`src/iaba_pkg.sv`:
```
// constants, types and register map of the ack bit and adapter enable block
// Operation
// - transmitting with ack checking on, a 1 in the ack slot sets the ack bit.
// - transmitting with ack checking on, a 0 in the ack slot clears it.
// - writing 0 to the ack check enable also clears the ack bit.
// - receiving, the stored ack value is returned after each data byte.
// - a read gives the bus value when transmitting, else the software value.
// - a write of the ack bit updates the receive ack value in any mode.
// - clear-only flags take a written 0 to clear, a written 1 does nothing.
// - the ack bit resets to 0 and is readable and writable.
// - adapter enable 0 leaves the bus pins under direct software control.
// - adapter enable 1 activates the adapter and blocks direct pin control.
// - with adapter enable set the pins drive the bus as with bus enable set.
// - adapter enable and command irq enable reset to 0 and are read/write.
// - command irq enable 0 masks the command request interrupt, 1 passes it.
`default_nettype none
package iaba_pkg;
    // register offsets
    localparam logic [7:0] ADDR_STATUS = 8'h00;
    localparam logic [7:0] ADDR_CTRL = 8'h01;
    localparam logic [7:0] ADDR_ADAPT = 8'h02;
    localparam logic [7:0] ADDR_IRQ_ST = 8'h03;
    localparam logic [7:0] ADDR_IRQ_MASK = 8'h04;
    localparam logic [7:0] ADDR_PIN = 8'h05;
    // bus_status_flags fields
    localparam int ST_ACK = 0;
    localparam int ST_NACK = 6;
    localparam int ST_BYTE = 7;
    // bus control fields
    localparam int CTRL_ACK_CHK = 0;
    localparam int CTRL_TX_SEL = 4;
    localparam int CTRL_PORT_EN = 7;
    // reservation_adapter_control fields
    localparam int ADP_CMD_IRQ = 6;
    localparam int ADP_EN = 7;
    // interrupt status and mask fields
    localparam int IRQ_BYTE = 0;
    localparam int IRQ_NACK = 1;
    localparam int IRQ_CMD = 2;
    localparam int IRQ_W = 3;
    // direct pin control fields
    localparam int PIN_SDA = 0;
    localparam int PIN_SCL = 1;
    // reset value of every register
    localparam logic [7:0] REG_RST = 8'h00;
    // bit counter: data bits per byte before the ack slot
    localparam int BIT_CNT_W = 4;
    localparam logic [BIT_CNT_W-1:0] DATA_BITS = 4'h8;
    localparam logic [BIT_CNT_W-1:0] BIT_CNT_ZERO = 4'h0;
    localparam logic [BIT_CNT_W-1:0] BIT_CNT_ONE = 4'h1;
    // framing tracker states
    typedef enum logic [1:0] {SL_IDLE, SL_DATA, SL_ACK} iaba_slot_t;
endpackage : iaba_pkg
`default_nettype wire

```
`src/iaba_slot_track.sv`:
```
// bit framing tracker: finds the ack slot and samples the ack level
`default_nettype none
module iaba_slot_track
    import iaba_pkg::*;
(
    input wire logic clk,
    input wire logic rst_n,
    input wire logic enable,
    input wire logic scl,
    input wire logic sda,
    output logic ack_slot,
    output logic ack_stb,
    output logic ack_val
);
    typedef struct packed {
        iaba_slot_t st;
        logic [BIT_CNT_W-1:0] bits;
        logic scl_p;
        logic sda_p;
        logic stb;
        logic val;
    } iaba_trk_t;

    iaba_trk_t q, d;
    logic scl_rise, scl_fall, start_c, stop_c;

    // line events from the previous sample
    assign scl_rise = scl & ~q.scl_p;
    assign scl_fall = ~scl & q.scl_p;
    assign start_c = scl & q.scl_p & q.sda_p & ~sda;
    assign stop_c = scl & q.scl_p & ~q.sda_p & sda;

    // next state of the tracker
    always_comb begin
        d = q;
        d.scl_p = scl;
        d.sda_p = sda;
        d.stb = 1'b0;
        if (!enable || stop_c) begin
            d.st = SL_IDLE;
        end else if (start_c) begin
            d.st = SL_DATA; // repeated start restarts framing
            d.bits = BIT_CNT_ZERO;
        end else begin
            unique case (q.st)
                SL_IDLE: begin
                end
                SL_DATA: begin
                    if (scl_rise) begin
                        d.bits = q.bits + BIT_CNT_ONE;
                    end
                    if (scl_fall && q.bits == DATA_BITS) begin
                        d.st = SL_ACK;
                    end
                end
                SL_ACK: begin
                    // sample on the rising edge of the ninth pulse
                    if (scl_rise) begin
                        d.stb = 1'b1;
                        d.val = sda;
                    end
                    if (scl_fall) begin
                        d.st = SL_DATA;
                        d.bits = BIT_CNT_ZERO;
                    end
                end
            endcase
        end
    end

    // state register
    always_ff @(posedge clk or negedge rst_n) begin
        if (!rst_n) begin
            q <= '0;
        end else begin
            q <= d;
        end
    end

    assign ack_slot = (q.st == SL_ACK);
    assign ack_stb = q.stb;
    assign ack_val = q.val;
endmodule : iaba_slot_track
`default_nettype wire

```
`src/iaba_top.sv`:
```
// ack bit logic, adapter enable, registers and pin drive of the bus port
//
// Our own choices: the address-and-strobe port and the register addresses.
`default_nettype none
module iaba_top
    import iaba_pkg::*;
(
    input wire logic CLK,
    input wire logic RST_N,
    input wire logic [7:0] ADDR,
    input wire logic [7:0] WDATA,
    input wire logic WR,
    input wire logic RD,
    output logic [7:0] RDATA,
    input wire logic CMD_DONE,
    output logic IRQ,
    input wire logic SCL_I,
    output logic SCL_O,
    output logic SCL_OE,
    input wire logic SDA_I,
    output logic SDA_O,
    output logic SDA_OE
);
    typedef struct packed {
        logic ack_rx;
        logic ack_sw;
        logic ack_chk;
        logic tx_sel;
        logic port_en;
        logic adp_en;
        logic cmd_irq_en;
        logic st_byte;
        logic st_nack;
        logic [IRQ_W-1:0] irq_st;
        logic [IRQ_W-1:0] irq_mask;
        logic pin_scl_low;
        logic pin_sda_low;
        logic [7:0] rdata;
    } iaba_state_t;

    iaba_state_t q, d;
    logic pins_on, ack_slot, ack_stb, ack_val, capture, rx_ack_drive;
    logic wr_status, wr_ctrl, wr_adapt, wr_irq_st, wr_mask, wr_pin;
    logic [IRQ_W-1:0] irq_ev, irq_gate;
    logic ack_view;

    // pins drive when either the port or the adapter is enabled
    assign pins_on = q.port_en | q.adp_en;

    iaba_slot_track u_slot (
        .clk(CLK),
        .rst_n(RST_N),
        .enable(pins_on),
        .scl(SCL_I),
        .sda(SDA_I),
        .ack_slot(ack_slot),
        .ack_stb(ack_stb),
        .ack_val(ack_val)
    );

    // write decode
    assign wr_status = WR && ADDR == ADDR_STATUS;
    assign wr_ctrl = WR && ADDR == ADDR_CTRL;
    assign wr_adapt = WR && ADDR == ADDR_ADAPT;
    assign wr_irq_st = WR && ADDR == ADDR_IRQ_ST;
    assign wr_mask = WR && ADDR == ADDR_IRQ_MASK;
    assign wr_pin = WR && ADDR == ADDR_PIN;

    // bus ack is only latched while transmitting with checking on
    assign capture = ack_stb & q.tx_sel & q.ack_chk;
    // visible ack bit depends on direction
    assign ack_view = q.tx_sel ? q.ack_rx : q.ack_sw;

    // events for the sticky interrupt status
    always_comb begin
        irq_ev = '0;
        irq_ev[IRQ_BYTE] = ack_stb;
        irq_ev[IRQ_NACK] = ack_stb & ack_val & q.tx_sel;
        irq_ev[IRQ_CMD] = CMD_DONE;
    end

    // next state of all registers
    always_comb begin
        d = q;
        d.rdata = REG_RST; // read data stand one cycle only
        // register writes
        if (wr_status) begin
            d.ack_sw = WDATA[ST_ACK];
            // clear-only flags: a 0 clears, a 1 is ignored
            if (!WDATA[ST_BYTE]) d.st_byte = 1'b0;
            if (!WDATA[ST_NACK]) d.st_nack = 1'b0;
        end
        if (wr_ctrl) begin
            d.ack_chk = WDATA[CTRL_ACK_CHK];
            d.tx_sel = WDATA[CTRL_TX_SEL];
            d.port_en = WDATA[CTRL_PORT_EN];
            if (!WDATA[CTRL_ACK_CHK]) d.ack_rx = 1'b0;
        end
        if (wr_adapt) begin
            d.adp_en = WDATA[ADP_EN];
            d.cmd_irq_en = WDATA[ADP_CMD_IRQ];
        end
        // adapter owns the port, so direct pin writes are dropped
        if (wr_pin && !q.adp_en) begin
            d.pin_scl_low = WDATA[PIN_SCL];
            d.pin_sda_low = WDATA[PIN_SDA];
        end
        if (wr_irq_st) begin
            d.irq_st = q.irq_st & ~WDATA[IRQ_W-1:0];
        end
        if (wr_mask) begin
            d.irq_mask = WDATA[IRQ_W-1:0];
        end
        // hardware events last so a set beats a same-cycle clear
        if (capture) begin
            d.ack_rx = ack_val;
        end
        if (ack_stb) begin
            d.st_byte = 1'b1;
        end
        if (irq_ev[IRQ_NACK]) begin
            d.st_nack = 1'b1;
        end
        d.irq_st = d.irq_st | irq_ev;
        // read mux, answered in the following cycle
        if (RD) begin
            unique case (ADDR)
                ADDR_STATUS: begin
                    d.rdata[ST_ACK] = ack_view;
                    d.rdata[ST_NACK] = q.st_nack;
                    d.rdata[ST_BYTE] = q.st_byte;
                end
                ADDR_CTRL: begin
                    d.rdata[CTRL_ACK_CHK] = q.ack_chk;
                    d.rdata[CTRL_TX_SEL] = q.tx_sel;
                    d.rdata[CTRL_PORT_EN] = q.port_en;
                end
                ADDR_ADAPT: begin
                    d.rdata[ADP_EN] = q.adp_en;
                    d.rdata[ADP_CMD_IRQ] = q.cmd_irq_en;
                end
                ADDR_IRQ_ST: d.rdata[IRQ_W-1:0] = q.irq_st;
                ADDR_IRQ_MASK: d.rdata[IRQ_W-1:0] = q.irq_mask;
                ADDR_PIN: begin
                    d.rdata[PIN_SCL] = q.pin_scl_low;
                    d.rdata[PIN_SDA] = q.pin_sda_low;
                end
                default: d.rdata = REG_RST; // unmapped reads as zero
            endcase
        end
    end

    // all registers clear on reset, ack bit and adapter bits included
    always_ff @(posedge CLK or negedge RST_N) begin
        if (!RST_N) begin
            q <= '0;
        end else begin
            q <= d;
        end
    end

    // receiving: pull data low in the ninth pulse when the ack value is 0
    assign rx_ack_drive = ack_slot & ~q.tx_sel & ~q.ack_sw;

    // open-drain pins only ever pull low
    assign SCL_O = 1'b0;
    assign SDA_O = 1'b0;
    assign SCL_OE = pins_on & ~q.adp_en & q.pin_scl_low;
    assign SDA_OE = pins_on & ((~q.adp_en & q.pin_sda_low) | rx_ack_drive);

    // command request only reaches the line with its enable set
    always_comb begin
        irq_gate = q.irq_mask;
        irq_gate[IRQ_CMD] = q.irq_mask[IRQ_CMD] & q.cmd_irq_en;
    end
    assign IRQ = |(q.irq_st & irq_gate);
    assign RDATA = q.rdata;

    // checks on the ack bit and the byte flag
    a_ack_set_one: assert property (@(posedge CLK) disable iff (!RST_N)
        capture && ack_val |=> q.ack_rx && q.irq_st[IRQ_BYTE])
        else $error("ack bit not set by a received 1");
    a_ack_clr_zero: assert property (@(posedge CLK) disable iff (!RST_N)
        capture && !ack_val |=> !q.ack_rx)
        else $error("ack bit not cleared by a received 0");
    a_chk_off_clr: assert property (@(posedge CLK) disable iff (!RST_N)
        wr_ctrl && !WDATA[CTRL_ACK_CHK] && !capture |=>
        !q.ack_rx && !q.ack_chk)
        else $error("ack check disable left ack bit set");
    a_ack_read_mux: assert property (@(posedge CLK) disable iff (!RST_N)
        RD && ADDR == ADDR_STATUS |=>
        RDATA[ST_ACK] == ($past(q.tx_sel) ? $past(q.ack_rx) : $past(q.ack_sw)))
        else $error("ack bit read from wrong source");
    a_ack_write: assert property (@(posedge CLK) disable iff (!RST_N)
        wr_status |=> q.ack_sw == $past(WDATA[ST_ACK]) ##1 1'b1)
        else $error("ack write not stored");
    a_flag_clr_only: assert property (@(posedge CLK) disable iff (!RST_N)
        wr_status && WDATA[ST_BYTE] && !q.st_byte && !ack_stb |=> !q.st_byte)
        else $error("writing 1 set a clear-only flag");
    // checks on pins and adapter
    a_rx_ack_drive: assert property (@(posedge CLK) disable iff (!RST_N)
        ack_slot && pins_on && !q.tx_sel && !q.ack_sw |-> SDA_OE)
        else $error("receive ack 0 not driven in ninth pulse");
    a_rx_ack_high: assert property (@(posedge CLK) disable iff (!RST_N)
        ack_slot && !q.tx_sel && q.ack_sw && (q.adp_en || !q.pin_sda_low)
        |-> !SDA_OE)
        else $error("receive ack 1 pulled data low");
    a_pins_idle: assert property (@(posedge CLK) disable iff (!RST_N)
        !q.port_en && !q.adp_en |-> !SDA_OE && !SCL_OE)
        else $error("pins driven while port disabled");
    a_direct_block: assert property (@(posedge CLK) disable iff (!RST_N)
        wr_pin && q.adp_en |=> $stable(q.pin_sda_low) && $stable(q.pin_scl_low))
        else $error("direct pin write passed with adapter on");
    a_cmd_irq_gate: assert property (@(posedge CLK) disable iff (!RST_N)
        q.irq_st == (3'h1 << IRQ_CMD) && q.irq_mask[IRQ_CMD]
        |-> IRQ == q.cmd_irq_en)
        else $error("command interrupt enable not honoured");
endmodule : iaba_top
`default_nettype wire
```
`config.mk`:
```
export PLATFORM = sky130hd
export DESIGN_NAME = iaba_top
export DESIGN_NICKNAME = d
export VERILOG_FILES = /design/src/iaba_pkg.sv /design/src/iaba_slot_track.sv /design/src/iaba_top.sv
export SDC_FILE = /design/constraint.sdc
export NUM_CORES = 1
export LEC_CHECK = 0
export BUFFER_PORTS_ARGS = -buffer_cell sky130_fd_sc_hd__clkbuf_2
export CAP_MARGIN = 20
export CORE_ASPECT_RATIO = 0.5
export CORE_MARGIN = 2
export CORE_UTILIZATION = 35
export CTS_BUF_LIST = sky130_fd_sc_hd__clkbuf_4
export DETAILED_ROUTE_END_ITERATION = 10
export PLACE_DENSITY = 0.55
export SYNTH_ARGS = -nofsm -noshare
export SYNTH_HDL_FRONTEND = slang
export SYNTH_HIERARCHICAL = 1
export SYNTH_SLANG_ARGS = --single-unit
```
`constraint.sdc`:
```
create_clock -name CLK -period 1.8 [get_ports CLK]
set_input_delay 0.27 -clock CLK [delete_from_list [all_inputs] [get_ports CLK]]
set_output_delay 0.27 -clock CLK [all_outputs]
set_load 0.01 [all_outputs]
```
# Yosys cells after proc, flatten, opt, wreduce, memory -nomap -nowiden

Index checks and enable logic that the tools add are counted.

Register bits: 35
Input port bits: 23
Output and inout port bits: 13
Word-level logic and storage cells: 120

$add $sub $neg: 1
Equal/unequal tests: 15
Multiplexer cells: 27
Bitwise gates (word level): 33
Reduce and logical (&&, ||, !) cells: 24

Operators with widths:

| operator                                                                 | number |
|---|---|
| 1-bit AND                                                                | 18 |
| 8-bit by 2-bit equality test with 1-bit output (second input constant)   | 2 |
| 8-bit by 3-bit equality test with 1-bit output (second input constant)   | 2 |
| 2-bit 2-to-1 mux                                                         | 7 |
| 6-bit 2-to-1 mux                                                         | 2 |
| 6-bit case mux with 2 select lines                                       | 1 |
| 1-bit 2-to-1 mux                                                         | 9 |
| 1-bit inverter                                                           | 9 |
| 8-bit by 1-bit equality test with 1-bit output (second input constant)   | 1 |
| 1-bit logical AND                                                        | 8 |
| 8-bit logical NOT                                                        | 1 |
| 8-bit 2-to-1 mux                                                         | 1 |
| 4-bit by 1-bit inequality test with 1-bit output (second input constant) | 2 |
| 4-bit AND reduction                                                      | 2 |
| 3-bit AND                                                                | 2 |
| 2-bit by 1-bit inequality test with 1-bit output (second input constant) | 3 |
| 3-bit by 1-bit inequality test with 1-bit output (second input constant) | 2 |
| 1-bit case mux with 3 select lines                                       | 2 |
| 2-bit AND reduction                                                      | 3 |
| 2-bit nonzero test                                                       | 3 |
| 1-bit case mux with 5 select lines                                       | 1 |
| 4-bit by 1-bit adder with 4-bit output (second input constant)           | 1 |
| 4-bit equality test (second input constant)                              | 1 |
| 4-bit 2-to-1 mux                                                         | 1 |
| other kinds (13)                                                         | 16 |

# Logic depth before layout (Yosys ltp)

Gate-level depths: netlist of run 1.

Depth in word-level cells: 7
Mapped depth: 5
Gate-level depth less buffers: 5

# Cells and area by module

Netlist of run 1, hierarchy kept.

By module, submodules not included:

| module          | times used | cells each | area an instance (sq um) | seq. area each (sq um) |
|---|---|---|---|---|
| iaba_top        | 1          | 109        | 1216.2                   | 575.6 |
| iaba_slot_track | 1          | 52         | 550.5                    | 250.2 |

# Worst setup path after synthesis of run 1

No wires, ideal clock.

Path kind: input port to flip-flop
Start: input ADDR[0]
End: register q[23] in the netlist's numbering
Library setup time: 125 ps
Data arrival time: 1271 ps
Required time: 1675 ps
Path slack: 404 ps
Stages: 4
Path buffers: 1
Cell sequence: buf_2 -> nor4_1 -> and3_1 -> mux2_2

Longest elaborated chain between the ends: 2

Ends and longest elaborated chain:

| item                   | line            | RTL |
|---|---|---|
| start: declaration     | iaba_top.sv:10  | `input wire logic [7:0] ADDR,` |
| 8-bit logical NOT      | iaba_top.sv:62  | `assign wr_status = WR && ADDR == ADDR_STATUS;` |
| 1-bit logical AND      | iaba_top.sv:62  |  |
| end signal: assignment | iaba_top.sv:156 | `q <= '0;` |
| end signal: assignment | iaba_top.sv:158 | `q <= d;` |
| end: declaration       | iaba_top.sv:41  | `iaba_state_t q, d;` |

No other way between the ends.
A chain may end at the register's enable or synchronous reset.

# Worst setup path in the final report of run 1

Start: register u_slot/q[8] in the netlist's numbering
End: output SDA_OE

Longest elaborated chain between the ends: 5

Ends and longest elaborated chain:

| item                     | line                  | RTL |
|---|---|---|
| start: declaration       | iaba_slot_track.sv:24 | `iaba_trk_t q, d;` |
| start signal: assignment | iaba_slot_track.sv:74 | `q <= '0;` |
| start signal: assignment | iaba_slot_track.sv:76 | `q <= d;` |
| 2-bit equality test      | iaba_slot_track.sv:80 | `assign ack_slot = (q.st == SL_ACK);` |
| named net ack_slot       | iaba_top.sv:42        | `logic pins_on, ack_slot, ack_stb, ack_val, capture, rx_ack_drive;` |
| 1-bit AND (2 in series)  | iaba_top.sv:163       | `assign rx_ack_drive = ack_slot & ~q.tx_sel & ~q.ack_sw;` |
| 1-bit bitwise OR         | iaba_top.sv:169       | `assign SDA_OE = pins_on & ((~q.adp_en & q.pin_sda_low) \| rx_ack_drive);` |
| 1-bit AND                | iaba_top.sv:169       |  |
| end: declaration         | iaba_top.sv:22        | `output logic SDA_OE` |

The timed path passes the listed nets, and every way through them passes these cells.

==> flow_metrics.tcl, run 1 <==
set metrics [dict create \
    cp_slowest_cell "dfrtp_1" \
    required_ns 1.53 \
    vias 1318 \
    r2r_end "u_slot/q[5]$_DFFE_PN0P_" \
    synth_edf_count 0 \
    cts-root-buf "clkbuf_4" \
    synth_area_per_cell_sq_um 11.0 \
    worstPathMaxFanout 4 \
    rsz0062_at_grt "no" \
    outcome "completed" \
    port_buffers 29 \
    p_leak_nw 0.957 \
    gr-total-overflow 0 \
    grt_pass1_wl_um 6130 \
    start_util_pct 36.1 \
    synth_seq_cells 33 \
    crit_end "SDA_OE" \
    regToRegStartpoint "u_slot/q[3]$_DFF_PN0_" \
    r2r_slack_ns 0.26 \
    final.min_clock_period_ns 1.68 \
    finalSetupViolations 0 \
    synth_area_leader_cell "dfrtp_1" \
    wire_per_inst_um 13.8 \
    grt_max_degree 34 \
    synth_area_leaders "dfrtp_1 (47%), mux2_2 (9.6%), buf_4 (4.2%)" \
    die_y_um 54.2 \
    post-place-ws_ns 0.267 \
    holdCritPathClass "in2reg" \
    start_kind "register" \
    dieArea_sq_um 5670 \
    syn_inst 161 \
    tns_ns 0 \
    worst_ep_arrival_time_ns 1.41 \
    startpoint "u_slot/q[8]$_DFFE_PN0P_" \
    antenna_found_initial 0 \
    h-tree-depth 2 \
    first_global_vias 1263 \
    drive_above_1_share_pct 34.0 \
    finalCritPeriodShare_pct 93.3 \
    drv_slew 0 \
    final.setup.worst_slack_ns 0.120 \
    die_x_um 104 \
    yosysWarnings 6 \
    dr.pass1.iters 4 \
    fill_cells 493 \
    cts_setup_buffers 0 \
    areaGrowthSynthToFinish_pct 14.2 \
    maxCapViolations 0 \
    finClkSkew_ns 0.0133 \
    wirelength_um 3640 \
    drc 0 \
    peakVddDrop_v 0.000250 \
    ios 36 \
    viasPerCell 4.99 \
    p_per_area_nw_per_um2 686 \
    cts_sinks 33 \
    clk_pin_slew_ns 0.10 \
    synth.cell_area_sq_um 1770 \
    ys.flop_type "dfrtp_1" \
    fmax_ghz 0.595 \
    async_flop_share_pct 100 \
    clock_path_buffers 2 \
    synth.top_cell.area_share_pct 46.7 \
    drt_iter0_drc 23 \
    critical_path_class "reg2out" \
    cts_tree "done" \
    dp_hpwl_um 2640 \
    ys_types 47 \
    hold_violations 0 \
    diodes 0 \
    crit_chain "nand2b_2 > inv_1 > nand2_1 > a21boi_0 > clkbuf_2" \
    r2r_cells 3 \
    cts-buffers-inserted 5 \
    drtAntennaViolNets 0 \
    cpPeakStageDelay_ns 0.42 \
    core_area_sq_um 4890 \
    ys_seq_area_share_pct 46.7 \
    rows 18 \
    final_nets 218 \
    end_kind "output port" \
    clk_latency_ns 0.34 \
    grtUsageTotal_pct 14.0 \
    gp_congestion 0.812 \
]
through the flow:
step	util, %	hold WS [ns]	instances	cell area, sq um	total power, mW
5_1_grt	41.3	0.111	264	2020	1.46
3_5_place_dp	39.9	0.324	255	1950	0.977
4_1_cts	41.2	0.104	264	2010	1.40
2_1_floorplan	-	-0.0256	164	1780	0.904
3_3_place_gp	39.9	0.317	255	1950	0.973
6_report	41.3	0.114	264	2020	1.38
cells in the mapped netlist, drive strengths merged (3+ instances only):
cell and number:
nand4 3, mux2i 3, nor4 3, inv 10
nor3 3, a21oi 3, mux2 16, dfrtp 33
nand2 5, nor2 13, and3b 3, a31oi 3
buf 12, and3 3, o21ai 5, a22oi 3
nand2b 3, nand3 7
placed cells by master, fill, tap and decap left out, types with 3 or more instances in the layout:
| cell type | n |
|---|---|
| o21ai_0 | 3 |
| buf_4 | 4 |
| nand3_1 | 7 |
| a31oi_1 | 3 |
| clkbuf_2 | 29 |
| and3_1 | 3 |
| conb_1 | 4 |
| nor3_1 | 3 |
| mux2_2 | 15 |
| clkbuf_4 | 6 |
| nor2_1 | 13 |
| a22oi_1 | 3 |
| dfrtp_1 | 33 |
| a21oi_1 | 3 |
| inv_1 | 10 |
| nand2_1 | 5 |
| nand4_1 | 3 |
| mux2i_1 | 3 |
| and3b_1 | 3 |
per-layer routing:
metal  global-route usage, %  wire length (um)  vias to the layer above
met5                       0                 0                        -
met4                    5.41                37                        0
met3                    3.81               163                        5
met2                    21.9              1610                       28
met1                    18.9              1820                      641
li1                        -                 -                      644
cells by family (layout without fill, tap and decap cells):
| logic type | after synthesis | after routing | synth area share, % |
|---|---|---|---|
| fa+ha+maj | 2 | 2 | 1.42 |
| other cells | 1 | 4 | 0.212 |
| simple gates | 60 | 60 | 22.5 |
| compound gates | 23 | 23 | 9.49 |
| mux | 19 | 19 | 11.9 |
| xor+xnor | 1 | 1 | 0.496 |
| buf+inv | 22 | 52 | 7.29 |
| flops | 33 | 33 | 46.7 |
how the worst min path moves through the flow:
| stage | start | to | slack [ns] | cells past startpoint |
|---|---|---|---|---|
| 6_report | SDA_I | u_slot/q[2]$_DFF_PN0_ | 0.11 | 1 |
| 5_1_grt | SDA_I | u_slot/q[2]$_DFF_PN0_ | 0.11 | 1 |
| 3_3_place_gp | RST_N | u_slot/q[3]$_DFF_PN0_ | 0.32 | 2 |
| 2_1_floorplan | RST_N | RDATA[0]$_DFF_PN0_ | -0.03 | 0 |
| 3_5_place_dp | RST_N | u_slot/q[3]$_DFF_PN0_ | 0.32 | 2 |
| 4_1_cts | SDA_I | u_slot/q[2]$_DFF_PN0_ | 0.10 | 1 |
timing repair:
item / 4_1_cts / 5_1_grt
resized for setup: 0 / 1
endpoints found under the setup margin: 0 / 1
hold buffers: 1 / 0
hold endpoints to repair: 33 / 0
power breakdown:
part / leakage [nW] / internal, mW / switching [mW]
Sequential: 0.419 / 0.768 / 0.0257
Clock: 0.0354 / 0.164 / 0.256
Combinational: 0.502 / 0.0731 / 0.0972
Total: 0.957 / 1.00 / 0.379
critical path: cells and delay by family, from the launching register on:
family | cells | cell delay (ns)
buffers and inverters | 2 | 0.22
AOI/OAI and AO/OA | 1 | 0.16
and+or+nand+nor | 2 | 0.27
DFF | 1 | 0.42
state kept, by name, summed over array words and instances, names as in the netlist:
| register | cells |
|---|---|
| q | 15 |
| u_slot/q | 8 |
| RDATA | 6 |
| irq_gate | 2 |
| u_slot/ack_stb | 1 |
| u_slot/ack_val | 1 |
layout make-up:
cell class                 instances  area [sq um]  share of cell area [%]
clock inverter                     2          10.0                   0.496
sequential                        33           826                    40.9
tap                               70          87.6                    4.34
clock buffer                       6          45.0                    2.23
multi-input combinational        109           826                    40.9
timing repair buffer              34           185                    9.18
inverter                          10          37.5                    1.86
Note: power is estimated with default switching activity, not from simulation.
==> run 2: changes to the inputs <==
--- a/config.mk
+++ b/config.mk
@@ -10,7 +10,6 @@
 export CORE_ASPECT_RATIO = 0.5
 export CORE_MARGIN = 2
 export CORE_UTILIZATION = 35
-export CTS_BUF_LIST = sky130_fd_sc_hd__clkbuf_4
 export DETAILED_ROUTE_END_ITERATION = 10
 export PLACE_DENSITY = 0.55
 export SYNTH_ARGS = -nofsm -noshare
==> constraint.sdc (replaced) <==
create_clock -name CLK -period 2 [get_ports CLK]
set_input_delay 0.3 -clock CLK [delete_from_list [all_inputs] [get_ports CLK]]
set_output_delay 0.3 -clock CLK [all_outputs]
set_load 0.01 [all_outputs]
==> flow_metrics.tcl, run 2 (synthesis gave the netlist of run 1 again) <==
set metrics [dict create \
    outcome "completed" \
    busiest_layer "met2" \
    worst_ep_arrival_time_ns 1.36 \
    gr-total-overflow 0 \
    areaGrowthSynthToFinish_pct 14.0 \
    antenna_found_initial 0 \
    drtAntennaViolNets 0 \
    h-tree-depth 2 \
    core_area_sq_um 4890 \
    met3_usage_pct 3.93 \
    finClkSkew_ns 0.00251 \
    port_buffers 29 \
    maxSlewHeadroom_pct 65.4 \
    holdCritPathClass "in2async" \
    vias 1288 \
    dp_hpwl_um 2620 \
    clock_path_buffers 2 \
    cts_resized 0 \
    end_kind "output port" \
    rows 18 \
    ios 36 \
    p_per_area_nw_per_um2 679 \
    rsz0062_at_grt "no" \
    p_leak_nw 0.945 \
    wirelength_um 3600 \
    final_nets 214 \
    cts_hold_buffers 0 \
    drv_slew 0 \
    r2r_cells 3 \
    cts_sinks 33 \
    finalSetupViolations 0 \
    fmax_ghz 0.604 \
    fill_cells 472 \
    gp_congestion 0.811 \
    final.min_clock_period_ns 1.66 \
    grtUsageMet1_pct 19.4 \
    die_x_um 104 \
    grtUsageTotal_pct 14.4 \
    top_register "q" \
    r2r_slack_ns 0.50 \
    worstPathMaxFanout 4 \
    dr.pass1.iters 4 \
    final.setup.worst_slack_ns 0.344 \
    final_cell_mix "dfrtp_1 (33), clkbuf_2 (29), mux2_2 (15)" \
    drc 0 \
    finalCritPeriodShare_pct 82.8 \
    regToRegStartpoint "u_slot/q[3]$_DFF_PN0_" \
    worst_pin_slew_ns 0.515 \
    r2r_end "u_slot/q[5]$_DFFE_PN0P_" \
    critical_path_class "reg2out" \
    dieArea_sq_um 5670 \
    hold_violations 0 \
    met2_usage_pct 22.2 \
    drive_above_1_share_pct 31.7 \
    layout.cells.most_common "dfrtp_1" \
    cts-root-buf "clkbuf_8" \
    grt_max_degree 34 \
    largest_register_ffs 15 \
    cts_setup_buffers 0 \
    start_util_pct 36.1 \
    grt_pass1_wl_um 6180 \
    die_y_um 54.2 \
    wire_per_inst_um 13.9 \
    clk_latency_ns 0.28 \
    cts_tree "done" \
    holdWs_ns 0.0269 \
    required_ns 1.70 \
    first_global_vias 1210 \
    cts-buffers-inserted 5 \
    maxCapViolations 0 \
    power.total_mw 1.37 \
    clk_pin_slew_ns 0.06 \
    drt_iter0_drc 41 \
    peakVddDrop_v 0.000223 \
    post-place-ws_ns 0.296 \
    viasPerCell 4.97 \
    start_kind "register" \
    tns_ns 0 \
    diodes 0 \
]
==> run 2: changes by cell type in the layout (fill, tap and decap cells not counted) <==
cell	previous run	this run
clkbuf_4	6	0
clkbuf_8	0	6
buf_4	4	1
clkinv_2	2	0
clkbuf_1	0	1
dlygate4sd3_1	1	0
nand2b_1	2	3
nand2b_2	1	0
==> run 2: worst max-delay path: stages (launching register included) <==
cell and delay [ns]:
dfrtp_1 0.40, nand2b_1 0.22, inv_1 0.08, nand2_1 0.05, a21boi_0 0.16, clkbuf_2 0.16
==> run 2: power breakdown <==
part | total (mW) | internal, mW | switching, mW
Clock | 0.502 | 0.273 | 0.230
Sequential | 0.715 | 0.692 | 0.0231
Combinational | 0.150 | 0.0628 | 0.0874
Total | 1.37 | 1.03 | 0.340
==> run 2: metrics by stage <==
| stage | cells | cell area (sq um) | utilization (%) |
|---|---|---|---|
| finish | 259 | 2010 | 41.2 |
| global route | 259 | 2010 | 41.2 |
| CTS | 259 | 2010 | 41.2 |
| detailed placement | 252 | 1930 | 39.4 |
| global placement | 252 | 1930 | 39.4 |
| floorplan | 164 | 1780 | - |
==> run 2: layout make-up <==
class                   instances  area, sq um  share of cell area, %
well taps                      70         87.6                   4.35
repair buffers                 30          153                   7.58
flip-flops and latches         33          826                   41.0
multi-input cells             109          823                   40.9
inverters                      10         37.5                   1.86
clock buffers                   7         86.3                   4.29
==> run 2: worst max path at each step <==
stage,startpoint,endpoint,slack [ns],cells after the start
6_report,u_slot/q[8]$_DFFE_PN0P_,SDA_OE,0.34,5
5_1_grt,u_slot/q[8]$_DFFE_PN0P_,SDA_OE,0.22,5
4_1_cts,u_slot/q[8]$_DFFE_PN0P_,SDA_OE,0.30,5
3_5_place_dp,ADDR[5],q[23]$_DFFE_PN0P_,0.30,4
3_3_place_gp,ADDR[5],q[23]$_DFFE_PN0P_,0.31,4
2_1_floorplan,ADDR[0],q[23]$_DFFE_PN0P_,0.57,4
==> run 2: metal layers <==
metal	part of all wire (%)	wire length, um
met1	50	1820
met2	43	1540
met3	5.0	180
met4	1.7	62
met5	0	0
